### src/rdb_pkg.sv
// Shared constants of the RAM-disk bus port: timing, port map, config layout.
// Assumes a 20 MHz system clock; used by every rdb_* module except the host model.
package rdb_pkg;
  // ----------------------------------------
  // Timing
  // ----------------------------------------
  localparam int CLK_PERIOD_NS    = 50;
  localparam int REF_INTERVAL_NS  = 15600;
  localparam int REF_INTERVAL_CYC = REF_INTERVAL_NS / CLK_PERIOD_NS;
  localparam int REF_LEN_NS       = 200;
  localparam int REF_LEN_CYC      = (REF_LEN_NS + CLK_PERIOD_NS - 1) / CLK_PERIOD_NS;
  localparam int NORMAL_WAITS     = 2;
  // ----------------------------------------
  // Host port block
  // ----------------------------------------
  localparam int         PORT_COUNT   = 4;
  localparam logic [1:0] PORT_DATA    = 2'h0;
  localparam logic [1:0] PORT_ADDR_HI = 2'h1;
  localparam logic [1:0] PORT_ADDR_LO = 2'h2;
  localparam logic [1:0] PORT_BOARD   = 2'h3;
  localparam int         WP_BIT       = 6;
  // ----------------------------------------
  // APB map and fields
  // ----------------------------------------
  localparam logic [7:0]  CFG_OFS       = 8'h00;
  localparam logic [7:0]  STAT_OFS      = 8'h04;
  localparam int          CFG_BASE_LSB  = 0;
  localparam int          CFG_BOARD_LSB = 8;
  localparam int          CFG_WPEN_BIT  = 16;
  localparam int          CFG_ADV_BIT   = 17;
  localparam int          CFG_EXT_BIT   = 18;
  localparam int          CFG_POL_BIT   = 19;
  localparam int          CFG_LINE_LSB  = 20;
  localparam logic [31:0] CFG_RESET     = 32'h0001_FE34;
  localparam logic [31:0] CFG_MASK      = 32'h003F_FF3F;
  localparam int          ST_LOCK_BIT   = 0;
  localparam int          ST_SEL_BIT    = 1;
  localparam int          ST_WP_BIT     = 2;
  localparam int          ST_REF_BIT    = 3;
  localparam int          ST_HI_LSB     = 8;
  localparam int          ST_LO_LSB     = 16;
  localparam int          ST_BOARD_LSB  = 24;
  localparam logic [1:0]  REF_LINE_NONE = 2'h3;
  // Ready sequencer states, Gray along idle-wait-done
  typedef enum logic [1:0]
  {
    RDB_IDLE = 2'h0,
    RDB_WAIT = 2'h1,
    RDB_DONE = 2'h3,
    RDB_LOCK = 2'h2
  } rdb_state_t;
endpackage

### src/rdb_port_decode.sv
// Address block and board-number decode for the host I/O port block.
// Assumes host address and switch inputs synchronous to the clock.
`timescale 1ns/1ps
`default_nettype none
module rdb_port_decode
(
  // Host address
  input  wire logic [7:0] hostAddr,
  // Switches, open reads as one
  input  wire logic [5:0] baseSwitch,
  input  wire logic [7:0] boardSwitch,
  input  wire logic [2:0] boardNum,
  // Decode results
  output logic            inBlock,
  output logic            boardSel,
  output logic [1:0]      portSel
);
  import rdb_pkg::*;
  // Closed switch demands a zero, open a one on A7..A2
  assign inBlock  = (hostAddr[7:2] == baseSwitch);
  // Only the position that is closed enables this board
  assign boardSel = ~boardSwitch[boardNum];
  assign portSel  = hostAddr[1:0];
endmodule
`default_nettype wire

### src/rdb_ready_gen.sv
// Ready sequencer for data-port transfers plus the DRAM refresh scheduler.
// Assumes the host holds its request until ready is seen.
`timescale 1ns/1ps
`default_nettype none
module rdb_ready_gen
#(
  parameter int REF_INTERVAL = rdb_pkg::REF_INTERVAL_CYC
)
(
  // Clock and reset
  input  wire logic clock,
  input  wire logic rst_b,
  input  wire logic ce,
  input  wire logic hostReset,
  // Transfer request
  input  wire logic req,
  input  wire logic dataReq,
  input  wire logic advanced,
  input  wire logic lockReq,
  // Refresh control
  input  wire logic refExt,
  input  wire logic refStrobe,
  // Results
  output logic      ready,
  output logic      locked,
  output logic      refBusy,
  output logic      xferActive
);
  import rdb_pkg::*;
  localparam int TW = $clog2(REF_INTERVAL + 1);
  localparam int RW = $clog2(REF_LEN_CYC + 1);
  localparam logic [TW-1:0] TMR_LAST = TW'(REF_INTERVAL - 1);
  localparam logic [RW-1:0] REF_LOAD = RW'(REF_LEN_CYC);
  localparam logic [1:0]    WAIT_LD  = 2'(NORMAL_WAITS - 1);

  rdb_state_t    state_r, state_nxt;
  logic [1:0]    cnt_r, cnt_nxt;
  logic [TW-1:0] tmr_r;
  logic [RW-1:0] refCnt_r;
  logic          strobePrev_r;
  logic          prevDone_r;
  wire           stall    = refBusy & ~refExt;
  wire           intStart = ~refExt & (tmr_r == TMR_LAST);
  wire           extStart = refExt & refStrobe & ~strobePrev_r;
  wire           refStart = intStart | extStart;
  wire           fastOk   = advanced & ~stall & ~lockReq;
  wire           dataDone = req & dataReq & ready;

  // Ready: register ports at once, data port per sequencer
  assign ready      = req & (~dataReq | (state_r == RDB_DONE) |
                      ((state_r == RDB_IDLE) & fastOk));
  assign locked     = (state_r == RDB_LOCK);
  assign refBusy    = (refCnt_r != '0);
  assign xferActive = req & dataReq & ~locked;

  // Next-state decode of the data-port sequencer
  always_comb
  begin
    state_nxt = state_r;
    cnt_nxt   = cnt_r;
    unique case (state_r)
      RDB_IDLE:
        if (req & dataReq & lockReq)
          state_nxt = RDB_LOCK;
        else if (req & dataReq & ~fastOk)
        begin
          state_nxt = RDB_WAIT;
          // Back-to-back normal-acknowledge transfers cost one more cycle; advanced loads one regardless
          cnt_nxt   = advanced ? 2'h1 : WAIT_LD + {1'b0, prevDone_r};
        end
      RDB_WAIT:
        if (!stall)
        begin
          if (cnt_r == 2'h1)
            state_nxt = RDB_DONE;
          cnt_nxt = cnt_r - 2'h1;
        end
      RDB_DONE:
        state_nxt = RDB_IDLE;
      RDB_LOCK:
        state_nxt = RDB_LOCK;
    endcase
    if (hostReset)
      state_nxt = RDB_IDLE;
  end

  // Sequencer registers
  always_ff @(posedge clock or negedge rst_b)
  begin
    if (!rst_b)
    begin
      state_r    <= RDB_IDLE;
      cnt_r      <= 2'h0;
      prevDone_r <= 1'b0;
    end
    else if (ce)
    begin
      state_r    <= state_nxt;
      cnt_r      <= cnt_nxt;
      prevDone_r <= dataDone;
    end
  end

  // Refresh timer and busy counter; an external strobe restarts the busy time
  always_ff @(posedge clock or negedge rst_b)
  begin
    if (!rst_b)
    begin
      tmr_r        <= '0;
      refCnt_r     <= '0;
      strobePrev_r <= 1'b0;
    end
    else if (ce)
    begin
      strobePrev_r <= refStrobe;
      tmr_r        <= (refExt | intStart) ? '0 : tmr_r + TW'(1);
      if (refStart)
        refCnt_r <= REF_LOAD;
      else if (refBusy)
        refCnt_r <= refCnt_r - RW'(1);
    end
  end
endmodule
`default_nettype wire

### src/rdb_bus_port.sv
// Host-bus port logic of a plug-in RAM-disk card: port decode, board select,
// write-protect lockout, ready source choice and refresh selection.
// Assumes host and APB inputs synchronous to clock; switches and jumpers are
// held in an APB configuration register.
//
// What this block does
// - Card takes four consecutive I/O ports, answering only inside that block.
// - Six base switches are compared with A7 down to A2.
// - Closed switch wants zero, open wants one; default base is D0 hex.
// - Board answers at its data and address ports only for the board number whose switch is closed.
// - Protected data-port access holds ready low until host reset.
// - Ready comes from normal or advanced acknowledge, chosen by configuration.
// - Advanced acknowledge completes data transfers without wait states unless an internal refresh is running.
// - Normal acknowledge adds two to three wait states per data transfer.
// - Refresh is internal by timer or external by host strobe.
// - External strobe polarity is chosen by configuration.
// - External strobe comes from one of three backplane lines.
// - External refresh never delays host transfers.
// - Internal refresh stalls a colliding transfer until refresh ends.
// - Write-protect control is bit 6 of the upper address port.
// - Access light only during data transfers; select light while selected.
`timescale 1ns/1ps
`default_nettype none
module rdb_bus_port
#(
  parameter int REF_INTERVAL = rdb_pkg::REF_INTERVAL_CYC
)
(
  // Clock, reset, enable
  input  wire logic        clock,
  input  wire logic        rst_b,
  input  wire logic        ce,
  // APB slave
  input  wire logic [7:0]  paddr,
  input  wire logic        psel,
  input  wire logic        penable,
  input  wire logic        pwrite,
  input  wire logic [31:0] pwdata,
  output logic [31:0]      prdata,
  output logic             pready,
  output logic             pslverr,
  // Host I/O cycle
  input  wire logic        hostReset,
  input  wire logic [7:0]  hostAddr,
  input  wire logic        hostIoRd,
  input  wire logic        hostIoWr,
  input  wire logic [7:0]  hostWrData,
  output logic [7:0]       hostRdData,
  output logic             hostReady,
  // Backplane refresh lines
  input  wire logic [2:0]  hostRefLines,
  // DRAM data path
  input  wire logic [7:0]  memRdData,
  output logic             memWrite,
  output logic [7:0]       memWrData,
  // Indicators
  output logic             accessLed,
  output logic             selectLed
);
  import rdb_pkg::*;

  // ----------------------------------------
  // State
  // ----------------------------------------
  logic [31:0] cfg_r;
  logic [31:0] prdata_r;
  logic [7:0]  addrHi_r;
  logic [7:0]  addrLo_r;
  logic [2:0]  boardNum_r;
  logic        memWrite_r;
  logic [7:0]  memWrData_r;

  // ----------------------------------------
  // Configuration fields
  // ----------------------------------------
  wire [5:0] baseSwitch  = cfg_r[CFG_BASE_LSB +: 6];
  wire [7:0] boardSwitch = cfg_r[CFG_BOARD_LSB +: 8];
  wire       wpEnable    = cfg_r[CFG_WPEN_BIT];
  wire       advanced    = cfg_r[CFG_ADV_BIT];
  wire       refExt      = cfg_r[CFG_EXT_BIT];
  wire       refPol      = cfg_r[CFG_POL_BIT];
  wire [1:0] refLine     = cfg_r[CFG_LINE_LSB +: 2];

  // ----------------------------------------
  // Host decode
  // ----------------------------------------
  logic       inBlock;
  logic       boardSel;
  logic [1:0] portSel;

  rdb_port_decode u_decode
  (
    .hostAddr    (hostAddr),
    .baseSwitch  (baseSwitch),
    .boardSwitch (boardSwitch),
    .boardNum    (boardNum_r),
    .inBlock     (inBlock),
    .boardSel    (boardSel),
    .portSel     (portSel)
  );

  // Board-number port answers for any card; others need selection
  wire isBoardPort = (portSel == PORT_BOARD);
  wire hit         = inBlock & (isBoardPort | boardSel);
  wire hostReq     = (hostIoRd | hostIoWr) & hit;
  wire dataReq     = (portSel == PORT_DATA);
  wire wpActive    = wpEnable & addrHi_r[WP_BIT];

  // ----------------------------------------
  // Refresh strobe source
  // ----------------------------------------
  // An unassigned line code gives no strobe rather than a random one
  wire lineValid  = (refLine != REF_LINE_NONE);
  wire lineLevel  = lineValid & hostRefLines[refLine];
  wire refStrobe  = lineValid & (refPol ? lineLevel : ~lineLevel);

  // ----------------------------------------
  // Ready sequencer and refresh
  // ----------------------------------------
  logic seqReady;
  logic locked;
  logic refBusy;
  logic xferActive;

  rdb_ready_gen #(.REF_INTERVAL(REF_INTERVAL)) u_ready
  (
    .clock      (clock),
    .rst_b      (rst_b),
    .ce         (ce),
    .hostReset  (hostReset),
    .req        (hostReq),
    .dataReq    (dataReq),
    .advanced   (advanced),
    .lockReq    (wpActive),
    .refExt     (refExt),
    .refStrobe  (refStrobe),
    .ready      (seqReady),
    .locked     (locked),
    .refBusy    (refBusy),
    .xferActive (xferActive)
  );

  // A frozen block never completes a cycle
  assign hostReady = ce & seqReady;
  wire   hostDone  = hostReady & hostReq;
  wire   hostWrEv  = hostDone & hostIoWr;

  // Read mux straight from port registers so zero-wait reads stay valid
  assign hostRdData = (portSel == PORT_DATA)    ? memRdData :
                      (portSel == PORT_ADDR_HI) ? addrHi_r  :
                      (portSel == PORT_ADDR_LO) ? addrLo_r  :
                      {5'h00, boardNum_r};

  // ----------------------------------------
  // Host port registers
  // ----------------------------------------
  // Protect bit survives host reset so data is guarded across power-up
  always_ff @(posedge clock or negedge rst_b)
  begin
    if (!rst_b)
    begin
      addrHi_r   <= 8'h00;
      addrLo_r   <= 8'h00;
      boardNum_r <= 3'h0;
    end
    else if (ce && hostWrEv)
    begin
      if (portSel == PORT_ADDR_HI)
        addrHi_r <= hostWrData;
      if (portSel == PORT_ADDR_LO)
        addrLo_r <= hostWrData;
      if (isBoardPort)
        boardNum_r <= hostWrData[2:0];
    end
  end

  // Data-port write strobe to the DRAM side
  always_ff @(posedge clock or negedge rst_b)
  begin
    if (!rst_b)
    begin
      memWrite_r  <= 1'b0;
      memWrData_r <= 8'h00;
    end
    else if (ce)
    begin
      memWrite_r <= hostWrEv & dataReq;
      if (hostWrEv & dataReq)
        memWrData_r <= hostWrData;
    end
  end

  assign memWrite  = memWrite_r;
  assign memWrData = memWrData_r;

  // ----------------------------------------
  // Indicators
  // ----------------------------------------
  // Select light follows decode of the board number, not host traffic
  assign accessLed = xferActive & hit;
  assign selectLed = boardSel;

  // ----------------------------------------
  // APB slave
  // ----------------------------------------
  wire apbSetup  = psel & ~penable;
  wire apbAccess = psel & penable;
  wire cfgHit    = (paddr == CFG_OFS);
  wire statHit   = (paddr == STAT_OFS);
  wire mapped    = cfgHit | statHit;

  wire [31:0] statusWord =
    (32'(boardNum_r) << ST_BOARD_LSB) |
    (32'(addrLo_r)   << ST_LO_LSB)    |
    (32'(addrHi_r)   << ST_HI_LSB)    |
    (32'(refBusy)    << ST_REF_BIT)   |
    (32'(wpActive)   << ST_WP_BIT)    |
    (32'(boardSel)   << ST_SEL_BIT)   |
    (32'(locked)     << ST_LOCK_BIT);

  wire [31:0] readMux = cfgHit  ? cfg_r      :
                        statHit ? statusWord : 32'h0000_0000;

  // Zero-wait slave; data is captured in setup and held through access
  assign pready  = ce;
  assign pslverr = apbAccess & ~mapped;
  assign prdata  = prdata_r;

  // Configuration register write; reserved bits stay zero
  always_ff @(posedge clock or negedge rst_b)
  begin
    if (!rst_b)
      cfg_r <= CFG_RESET;
    else if (ce && apbAccess && pwrite && cfgHit)
      cfg_r <= pwdata & CFG_MASK;
  end

  // Read data register
  always_ff @(posedge clock or negedge rst_b)
  begin
    if (!rst_b)
      prdata_r <= 32'h0000_0000;
    else if (ce && apbSetup && !pwrite)
      prdata_r <= readMux;
  end
endmodule
`default_nettype wire

### config.mk
export PLATFORM = sky130hd
export DESIGN_NAME = rdb_bus_port
export DESIGN_NICKNAME = d
export VERILOG_FILES = /design/src/rdb_pkg.sv /design/src/rdb_port_decode.sv /design/src/rdb_ready_gen.sv /design/src/rdb_bus_port.sv
export SDC_FILE = /design/constraint.sdc
export NUM_CORES = 1
export LEC_CHECK = 0
export ABC_CLOCK_PERIOD_IN_PS = 3300
export BUFFER_PORTS_ARGS = -buffer_cell sky130_fd_sc_hd__buf_2
export CAP_MARGIN = 25
export CORE_MARGIN = 2
export CORE_UTILIZATION = 45
export CTS_CLUSTER_SIZE = 24
export DETAILED_ROUTE_END_ITERATION = 8
export GPL_ROUTABILITY_DRIVEN = 0
export GPL_TIMING_DRIVEN = 0
export PLACE_DENSITY = 0.81
export SYNTH_ARGS = -nofsm -noshare
export SYNTH_HDL_FRONTEND = slang
export SYNTH_HIERARCHICAL = 1
export SYNTH_SLANG_ARGS = --single-unit
### constraint.sdc
create_clock -name clock -period 3.3 [get_ports clock]
set_clock_uncertainty 0.05 [all_clocks]
set_input_delay 0.165 -clock clock [delete_from_list [all_inputs] [get_ports clock]]
set_output_delay 0.165 -clock clock [all_outputs]
set_load 0.005 [all_outputs]
==> results of run 1 <==
==> what timing repair did <==
| item | CTS | global route |
|---|---|---|
| hold buffers | 24 | 0 |
| gates cloned | 0 | 0 |
| pin swaps | 0 | 0 |
| endpoints found under the setup margin | 33 | 27 |
| gates resized for setup | 2 | 3 |
| setup buffers | 1 | 0 |
| endpoints found under the hold margin | 49 | 0 |
==> synthesized netlist by cell type, types with 3 or more instances <==
master | instances | area, um2
sky130_fd_sc_hd__buf_2 | 5 | 25.0
sky130_fd_sc_hd__nand4_1 | 3 | 18.8
sky130_fd_sc_hd__xnor2_1 | 7 | 61.3
sky130_fd_sc_hd__clkbuf_1 | 8 | 30.0
sky130_fd_sc_hd__and2_1 | 4 | 25.0
sky130_fd_sc_hd__o31ai_1 | 22 | 165
sky130_fd_sc_hd__mux2_2 | 26 | 293
sky130_fd_sc_hd__nor2_1 | 14 | 52.6
sky130_fd_sc_hd__dfrtp_1 | 80 | 2000
sky130_fd_sc_hd__o21ai_0 | 25 | 125
sky130_fd_sc_hd__nand2_1 | 55 | 206
sky130_fd_sc_hd__dfstp_2 | 11 | 289
sky130_fd_sc_hd__mux2_4 | 20 | 300
sky130_fd_sc_hd__mux4_2 | 3 | 67.6
sky130_fd_sc_hd__inv_1 | 13 | 48.8
sky130_fd_sc_hd__buf_4 | 12 | 90.1
sky130_fd_sc_hd__xor2_1 | 5 | 43.8
sky130_fd_sc_hd__ha_1 | 8 | 100
sky130_fd_sc_hd__mux2i_1 | 27 | 270
sky130_fd_sc_hd__nand3_1 | 8 | 40.0
==> area by class of cell <==
type / instances / area, um2 / share of cell area (%)
clock buffer: 12 / 155 / 2.62
sequential: 91 / 2290 / 38.7
timing repair buffer: 134 / 818 / 13.8
multi-input combinational: 275 / 2240 / 37.8
clock inverter: 4 / 32.5 / 0.549
buffer: 27 / 168 / 2.83
inverter: 14 / 53.8 / 0.908
tap: 136 / 170 / 2.87
==> registers in the layout, indices dropped and copies added (netlist names) <==
register and flops:
u_ready/tmr_r 9, cfg_r 20, u_ready/strobePrev_r 1, memWrite 1, u_ready/refCnt_r 3, u_ready/prevDone_r 1, u_ready/state_r 2, memWrData 8
prdata 25, addrLo_r 8, u_ready/cnt_r 2, addrHi_r 8, boardNum_r 3
==> cells by family (layout without fill, tap and decap cells) <==
group / after synthesis / in the layout / share of synthesized area [%]
flops: 91 / 91 / 48.7
simple gates: 104 / 104 / 11.6
mux: 80 / 80 / 21.4
other cells: 1 / 7 / 0.0797
xor+xnor: 12 / 12 / 2.23
buf+inv: 41 / 191 / 4.71
compound gates: 64 / 64 / 9.20
fa+ha+maj: 8 / 8 / 2.13
==> worst max path at each step <==
stage,endpoint,slack (ns)
final,addrLo_r[7],0.15
after global placement,memWrData[6],-0.37
after global routing,addrLo_r[6],0.006
after CTS,memWrData[6],0.06
after detailed placement,memWrData[6],-0.52
after floorplan,addrLo_r[6],0.21
==> layer usage <==
metal | share of wire [%] | track usage (%) | wire length [um] | vias up
li1 | - | - | - | 1714
met1 | 38 | 26.9 | 4750 | 1899
met2 | 54 | 40.8 | 6680 | 136
met3 | 5.1 | 4.11 | 632 | 26
met4 | 3.1 | 9.40 | 388 | 0
met5 | 0 | 0 | 0 | -
==> power by group <==
group | leakage (nW) | internal (mW) | switching [mW]
Combinational | 1.68 | 0.214 | 0.244
Clock | 0.0892 | 0.320 | 0.403
Sequential | 1.20 | 1.19 | 0.0695
==> metrics list, run 1 <==
- Global routing used 22.8% of the available tracks across all layers.
* Main synth FF type: sky130_fd_sc_hd__dfrtp_1
- After detailed routing, the number of remaining DRC violations is 0.
- # H-tree levels: 3
- The tool flagged a number of max-cap violations equal to 0.
- The largest single stage delay on the critical path is 0.66 ns.
- After layout, the worst path uses 95.6% of the clock period.
- The worst setup path is captured at a register.
- Die Ht: 106 um
- Across the VDD grid, the largest voltage drop is 0.000321 V.
- Class of the tightest hold or removal check: input pin to register
- The final-report max-slew violation count came to 0.
- For this run, the top clock speed supported by timing is 317 MHz.
* Count of different cell masters after synthesis: 52
- After the flow finishes, the layout carries non-filler instances totaling 693.
- Data arrival time of the critical path: 3.36 ns
* Clock root buffer master: sky130_fd_sc_hd__clkbuf_8
- For this run the aggregate overflow at the end of global routing stands at 0.
- TritonCTS built the clock tree.
- Most frequent cells in the layout: sky130_fd_sc_hd__buf_2 (112), sky130_fd_sc_hd__dfrtp_1 (80), sky130_fd_sc_hd__nand2_1 (55)
- Placed inst area: 0.00547 mm2
- Before CTS, the worst setup slack after placement is -0.520 ns.
- The startpoint identified for the worst hold timing path is hostWrData[5].
* Pwr Total: 2.44 mW
* Required time at the endpoint of the critical path: 3.50 ns
* Via count: 3775
- Input and output buffers added on the ports amount to 108.
- The floorplan step defined a die boundary enclosing 0.0113 mm2.
* Final Hold Fails: 0
- Entering global routing, the biggest net connects 67 pins.
- In the post-route analysis, the smallest setup slack over all paths is 0.146 ns.
- Warnings from Yosys: 6
- Largest delay contributor family on the critical path: multiplexers
* Drt first pass iters: 5
- Outcome: complete, no violations
* Hold Crit Endpoint: addrHi_r[5]
- Setup violations remaining at the end of the flow were counted as 0.
* Leakage power total: 2.97 nW
- Leaving out fill and tap cells, the most frequent cell in the layout is sky130_fd_sc_hd__buf_2.
- At the end of the flow, the number of nets in the layout was 636.
* Core area: 0.0102 mm2
* Crit-path max FO: 8
- In this run, synthesis inferred 0 flip-flops with an integrated enable.
* Flip-flop and latch count after synthesis: 91
- At the pin with the least slew margin, the transition time is 0.513 ns.
* Origin of the worst setup path: boardNum_r[0]
- The initial utilization of the core area, before any placement, comes to 46.0%.
* Wire length of the first global-routing pass: 19800 um
- The critical path is of the register to register type.
- Tmin final: 3.15 ns
- Once layout is complete, the utilization of the core stands at 57.9%.
- For this design the ratio of total power to cell area is 411 mW/mm2.
* Cell depth of the worst hold path: 2
- Vias in the first global route: 3900
- 130 I/O pins were placed.
- Measured against its own limit, the worst slew margin works out to 65.7%.
* Crit path max-delay cell type: sky130_fd_sc_hd__mux4_1
* Maximum clock path buffer count: 2
- Clock-pin slew was measured on the worst setup and hold paths at 0.09 ns.
- In this run the mean area of a mapped cell was 11.7 um2.
* Total of fill cells in the finished design: 819
- Together, buffers and inverters on the worst path number 1.
- Final TNS setup: 0 ns
- For this block, the initial DRC count from the detailed router was 192.
* Overall die width: 106 um
* Area growth, synth to finish: 26.0%
- Destination of the worst register-to-register timing path: addrLo_r[7]
* Post-DP HPWL: 9070 um
- Antenna Diode Count: 0
- RR Startpoint: boardNum_r[0]
- Via count normalized by instance count: 5.45
- Post-synth design cell area: 0.00471 mm2
* Proportion of synthesized chip area in sequential cells: 48.7%
- Synthesis handed over a netlist of 401 instances.
- On the final layout, the worst hold slack is 0.0135 ns.
* Final ANT Viol Nets: 0
* Per-cell routed wire length: 18.0 um
- The critical path crosses 9 cells after its start point.
- Placed Cells: 652
* TritonCTS buffer count: 9
- Later-pin clock latency in the skew report: 0.36 ns
- In the final layout, the share of cells above drive strength 1 is 39.1%.
* Std-Cell Rows: 37
* Crit-path cells: mux4_1 > mux2i_4 > o21ai_0 > nor2_2 > a21boi_1 > and4_1 > buf_4 > nand3_2 > mux2_1
* RSZ-0062 raised after global routing: no
* Final std cell area, no fill: 0.00593 mm2
* Number of antenna violations at the first check in global routing: 0
- Clock tree synthesis found a total of 91 sinks.
* Final wirelength: 12500 um
* R2r worst-path depth: 9
- Share of flip-flops with an asynchronous set or reset: 100%
- Register-to-register setup slack: 0.15 ns
- Critical Path Source Type: register
(Power assumes the default switching activity.)
==> run 2, diff against run 1 <==
==> constraint.sdc (replaced) <==
create_clock -name clock -period 3.3 [get_ports clock]
set_clock_uncertainty 0.05 [all_clocks]
set_input_delay 0.66 -clock clock [delete_from_list [all_inputs] [get_ports clock]]
set_output_delay 0.66 -clock clock [all_outputs]
set_load 0.005 [all_outputs]
==> run 2 against run 1 <==
  * Hold slack better by 0.14 ns
  * Non-clock buffer count down 23
  * First-iteration DRC count up 22%
  * Clock-buffer cell count unchanged
  * Die area unchanged
  * Clock power about the same
  * Largest cell class unchanged
  * Combinational power down 4.6%
  * Critical path depth down 2
  * Global-route usage down 1.3 points
==> metrics list, run 2 (same netlist as run 1, synthesis figures left out) <==
- The relative slew slack came to 65.0% (-0.77 points).
* Fin. max-slew vios: 0 (unchanged)
- Leaving out fill and tap cells, the most frequent cell in the layout is sky130_fd_sc_hd__buf_2.
- The worst reg-to-reg setup slack was 0.38 ns (+0.23 ns).
- Clock slew at reported path FFs: 0.09 ns (about the same)
* Final non-filler cell total: 670 (-3.3%)
- The maximum clock path buffer count is 2 (unchanged).
- The critical path data required time was 2.59 ns (-0.91 ns).
* Final setup violation count: 0 (unchanged)
* Count of boundary I/O pins: 130 (unchanged)
- Leakage power total: 2.87 nW (-3.6%)
- The transition time of the tightest slew-check pin is 0.525 ns (+0.0115 ns).
- The wire length of the first global-routing pass came to 18700 um (-5.2%).
- Core occupancy in the finished layout: 55.6% (-2.3 points)
* Highest attainable clock frequency: 318 MHz (+0.39%)
* Number of antenna violations at the first check in global routing: 0 (unchanged)
- Drt first pass iters: 5 (unchanged)
- Placed Cells: 652 (unchanged)
* Worst hold-check slack: 0.155 ns (+0.142 ns)
* Post-DP HPWL: 9070 um (unchanged)
- The shortest period the worst path allows was 3.14 ns (-0.0124 ns).
* Largest net degree at the start of global routing: 67 (unchanged)
* Setup slack at placement: -0.520 ns (unchanged)
- The met3 usage came to 4.23% (+0.12 points).
- GR Layer Usage met1: 25.8% (-1.0 points)
- Final std cell area, no fill: 0.00569 mm2 (-4.0%)
* Share of power burned in the clock network: 29.8% (+0.2 points)
* Internal portion of total power: 1.70 mW (-1.1%)
- Std-Cell Rows: 37 (unchanged)
- Crit. End Element: primary output
- The routed wirelength normalized by instance count came to 17.7 um (-1.7%).
- Final WS setup: 0.158 ns (+0.0124 ns)
- Net count of the finished layout: 613 (-3.6%)
- The worst setup path is launched from a register.
* Max reg flops: 25 (unchanged)
- The tree is rooted in a sky130_fd_sc_hd__clkbuf_8.
- Seq pwr share: 52.1% (+0.5 points)
- Final ANT Viol Nets: 0 (unchanged)
* Final wirelength: 11800 um (-5.0%)
* RR Startpoint: boardNum_r[0]
* VDD IR-drop max: 0.000313 V (-2.6%)
- The core area was 0.0102 mm2 (unchanged).
- Clock tree from TritonCTS: built
- Starting density of the core: 46.0% (unchanged)
- Highest-utilization routing layer at the global route stage: met2
- Final Hold Fails: 0 (unchanged)
* Data arrival time of the critical path: 2.43 ns (-0.93 ns)
* Destination of the worst register-to-register timing path: memWrData[6]
* R2r worst-path depth: 9 (unchanged)
- TritonCTS buffer count: 9 (unchanged)
- The number of maximum-capacitance violations was 0 (unchanged).
* Share of cells above drive strength 1: 41.9% (+2.8 points)
* Critical path class: register to primary output
* Net switching share of the total power: 29.5% (+0.10 points)
- Drt drc: 0 (unchanged)
- The count of routing violations after the opening detailed-route iteration was 235 (+22%).
- Number of sinks driven by the clock tree: 91 (unchanged)
* DIE AREA: 0.0113 mm2 (unchanged)
* Most frequent cells in the layout: sky130_fd_sc_hd__buf_2 (112), sky130_fd_sc_hd__dfrtp_1 (79), sky130_fd_sc_hd__nand2_1 (55)
* Class of the tightest hold or removal check: input pin to async pin
- The number of filler instances in the final layout was 859 (+4.9%).
- The via density per instance came to 5.47 (+0.45%).
* Crit-path max FO: 5 (-3)
* RSZ-0062 raised after global routing: no
- Outcome: complete, no violations
- The switching power of the nets came to 713 uW (-0.57%).
- The total cell area at the placement stage is 0.00547 mm2 (unchanged).
* Aggregate global-route resource usage: 21.5% (-1.3 points)
- Overall die width: 106 um (unchanged)
- Final global-route overflow total: 0 (unchanged)
* Period Utilization, post-route: 95.2% (-0.37 points)
* Combinational share of power: 18.1% (-0.7 points)
- The clock insertion delay at the later pin of the skew report is 0.36 ns (about the same).
* Vias in the first global route: 3749 (-3.9%)
- Die Ht: 106 um (unchanged)
* Antenna Diode Count: 0 (unchanged)
- Global routing usage on met2: 38.0% (-2.8 points)
- The maximum level of the CTS H-tree came to 3 (unchanged).
- Area growth, synth to finish: 20.9%
- The count of buffers inserted at the top-level ports is 108 (unchanged).
- The total power divided by cell area is 424 mW/mm2 (+3.2%).
* Via count: 3666 (-2.9%)
run 2: layer usage:
metal | up-vias | wire length, um
li1 | 1661 | -
met1 | 1843 | 4620
met2 | 137 | 6240
met3 | 25 | 619
met4 | 0 | 359
met5 | - | 0
run 2: layout make-up:
| class | instances | area (um2) | area share [%] |
|---|---|---|---|
| plain buffers | 27 | 168 | 2.95 |
| repair buffers | 111 | 586 | 10.3 |
| inverters | 14 | 53.8 | 0.946 |
| well taps | 136 | 170 | 2.99 |
| multi-input cells | 275 | 2230 | 39.2 |
| flip-flops and latches | 91 | 2290 | 40.3 |
| clock buffers | 12 | 155 | 2.73 |
| clock inverters | 4 | 32.5 | 0.572 |
run 2: worst max-delay path by stage:
stage,from,end,slack (ns),depth (start not counted)
after detailed placement,boardNum_r[0],memWrData[6],-0.52,9
after CTS,cfg_r[4],hostReady,0.02,8
after global placement,boardNum_r[0],memWrData[6],-0.37,9
final,boardNum_r[0],hostReady,0.16,7
after floorplan,boardNum_r[0],addrLo_r[6],0.21,9
after global routing,boardNum_r[0],accessLed,0.01,9
run 2: worst max-delay path, cell delays in order (launching register included):
cell,delay [ns]
sky130_fd_sc_hd__dfrtp_2,0.45
sky130_fd_sc_hd__mux4_2,0.57
sky130_fd_sc_hd__mux2i_4,0.21
sky130_fd_sc_hd__o21ai_2,0.11
sky130_fd_sc_hd__nor2_2,0.19
sky130_fd_sc_hd__a21boi_1,0.24
sky130_fd_sc_hd__and2_1,0.18
sky130_fd_sc_hd__buf_2,0.12
run 2: repair_timing:
item / CTS / global route
pin swaps: 1 / 1
setup endpoints to repair: 33 / 2
hold buffers: 0 / 0
gates resized for setup: 5 / 5
buffers inserted: 2 / 0
run 2: power by group through the flow:
stage,sequential [mW],combinational [mW],clock [mW]
floorplan,1.26,0.284,0
global placement,1.27,0.396,0
detailed placement,1.28,0.431,0
CTS,1.26,0.433,0.727
global route,1.27,0.487,0.775
finish,1.26,0.437,0.721
run 2: metrics by stage:
stage / total power [mW] / setup TNS (ns)
floorplan: 1.54 / 0
global placement: 1.67 / -9.45
detailed placement: 1.71 / -13.34
CTS: 2.41 / 0
global route: 2.53 / 0
finish: 2.41 / 0
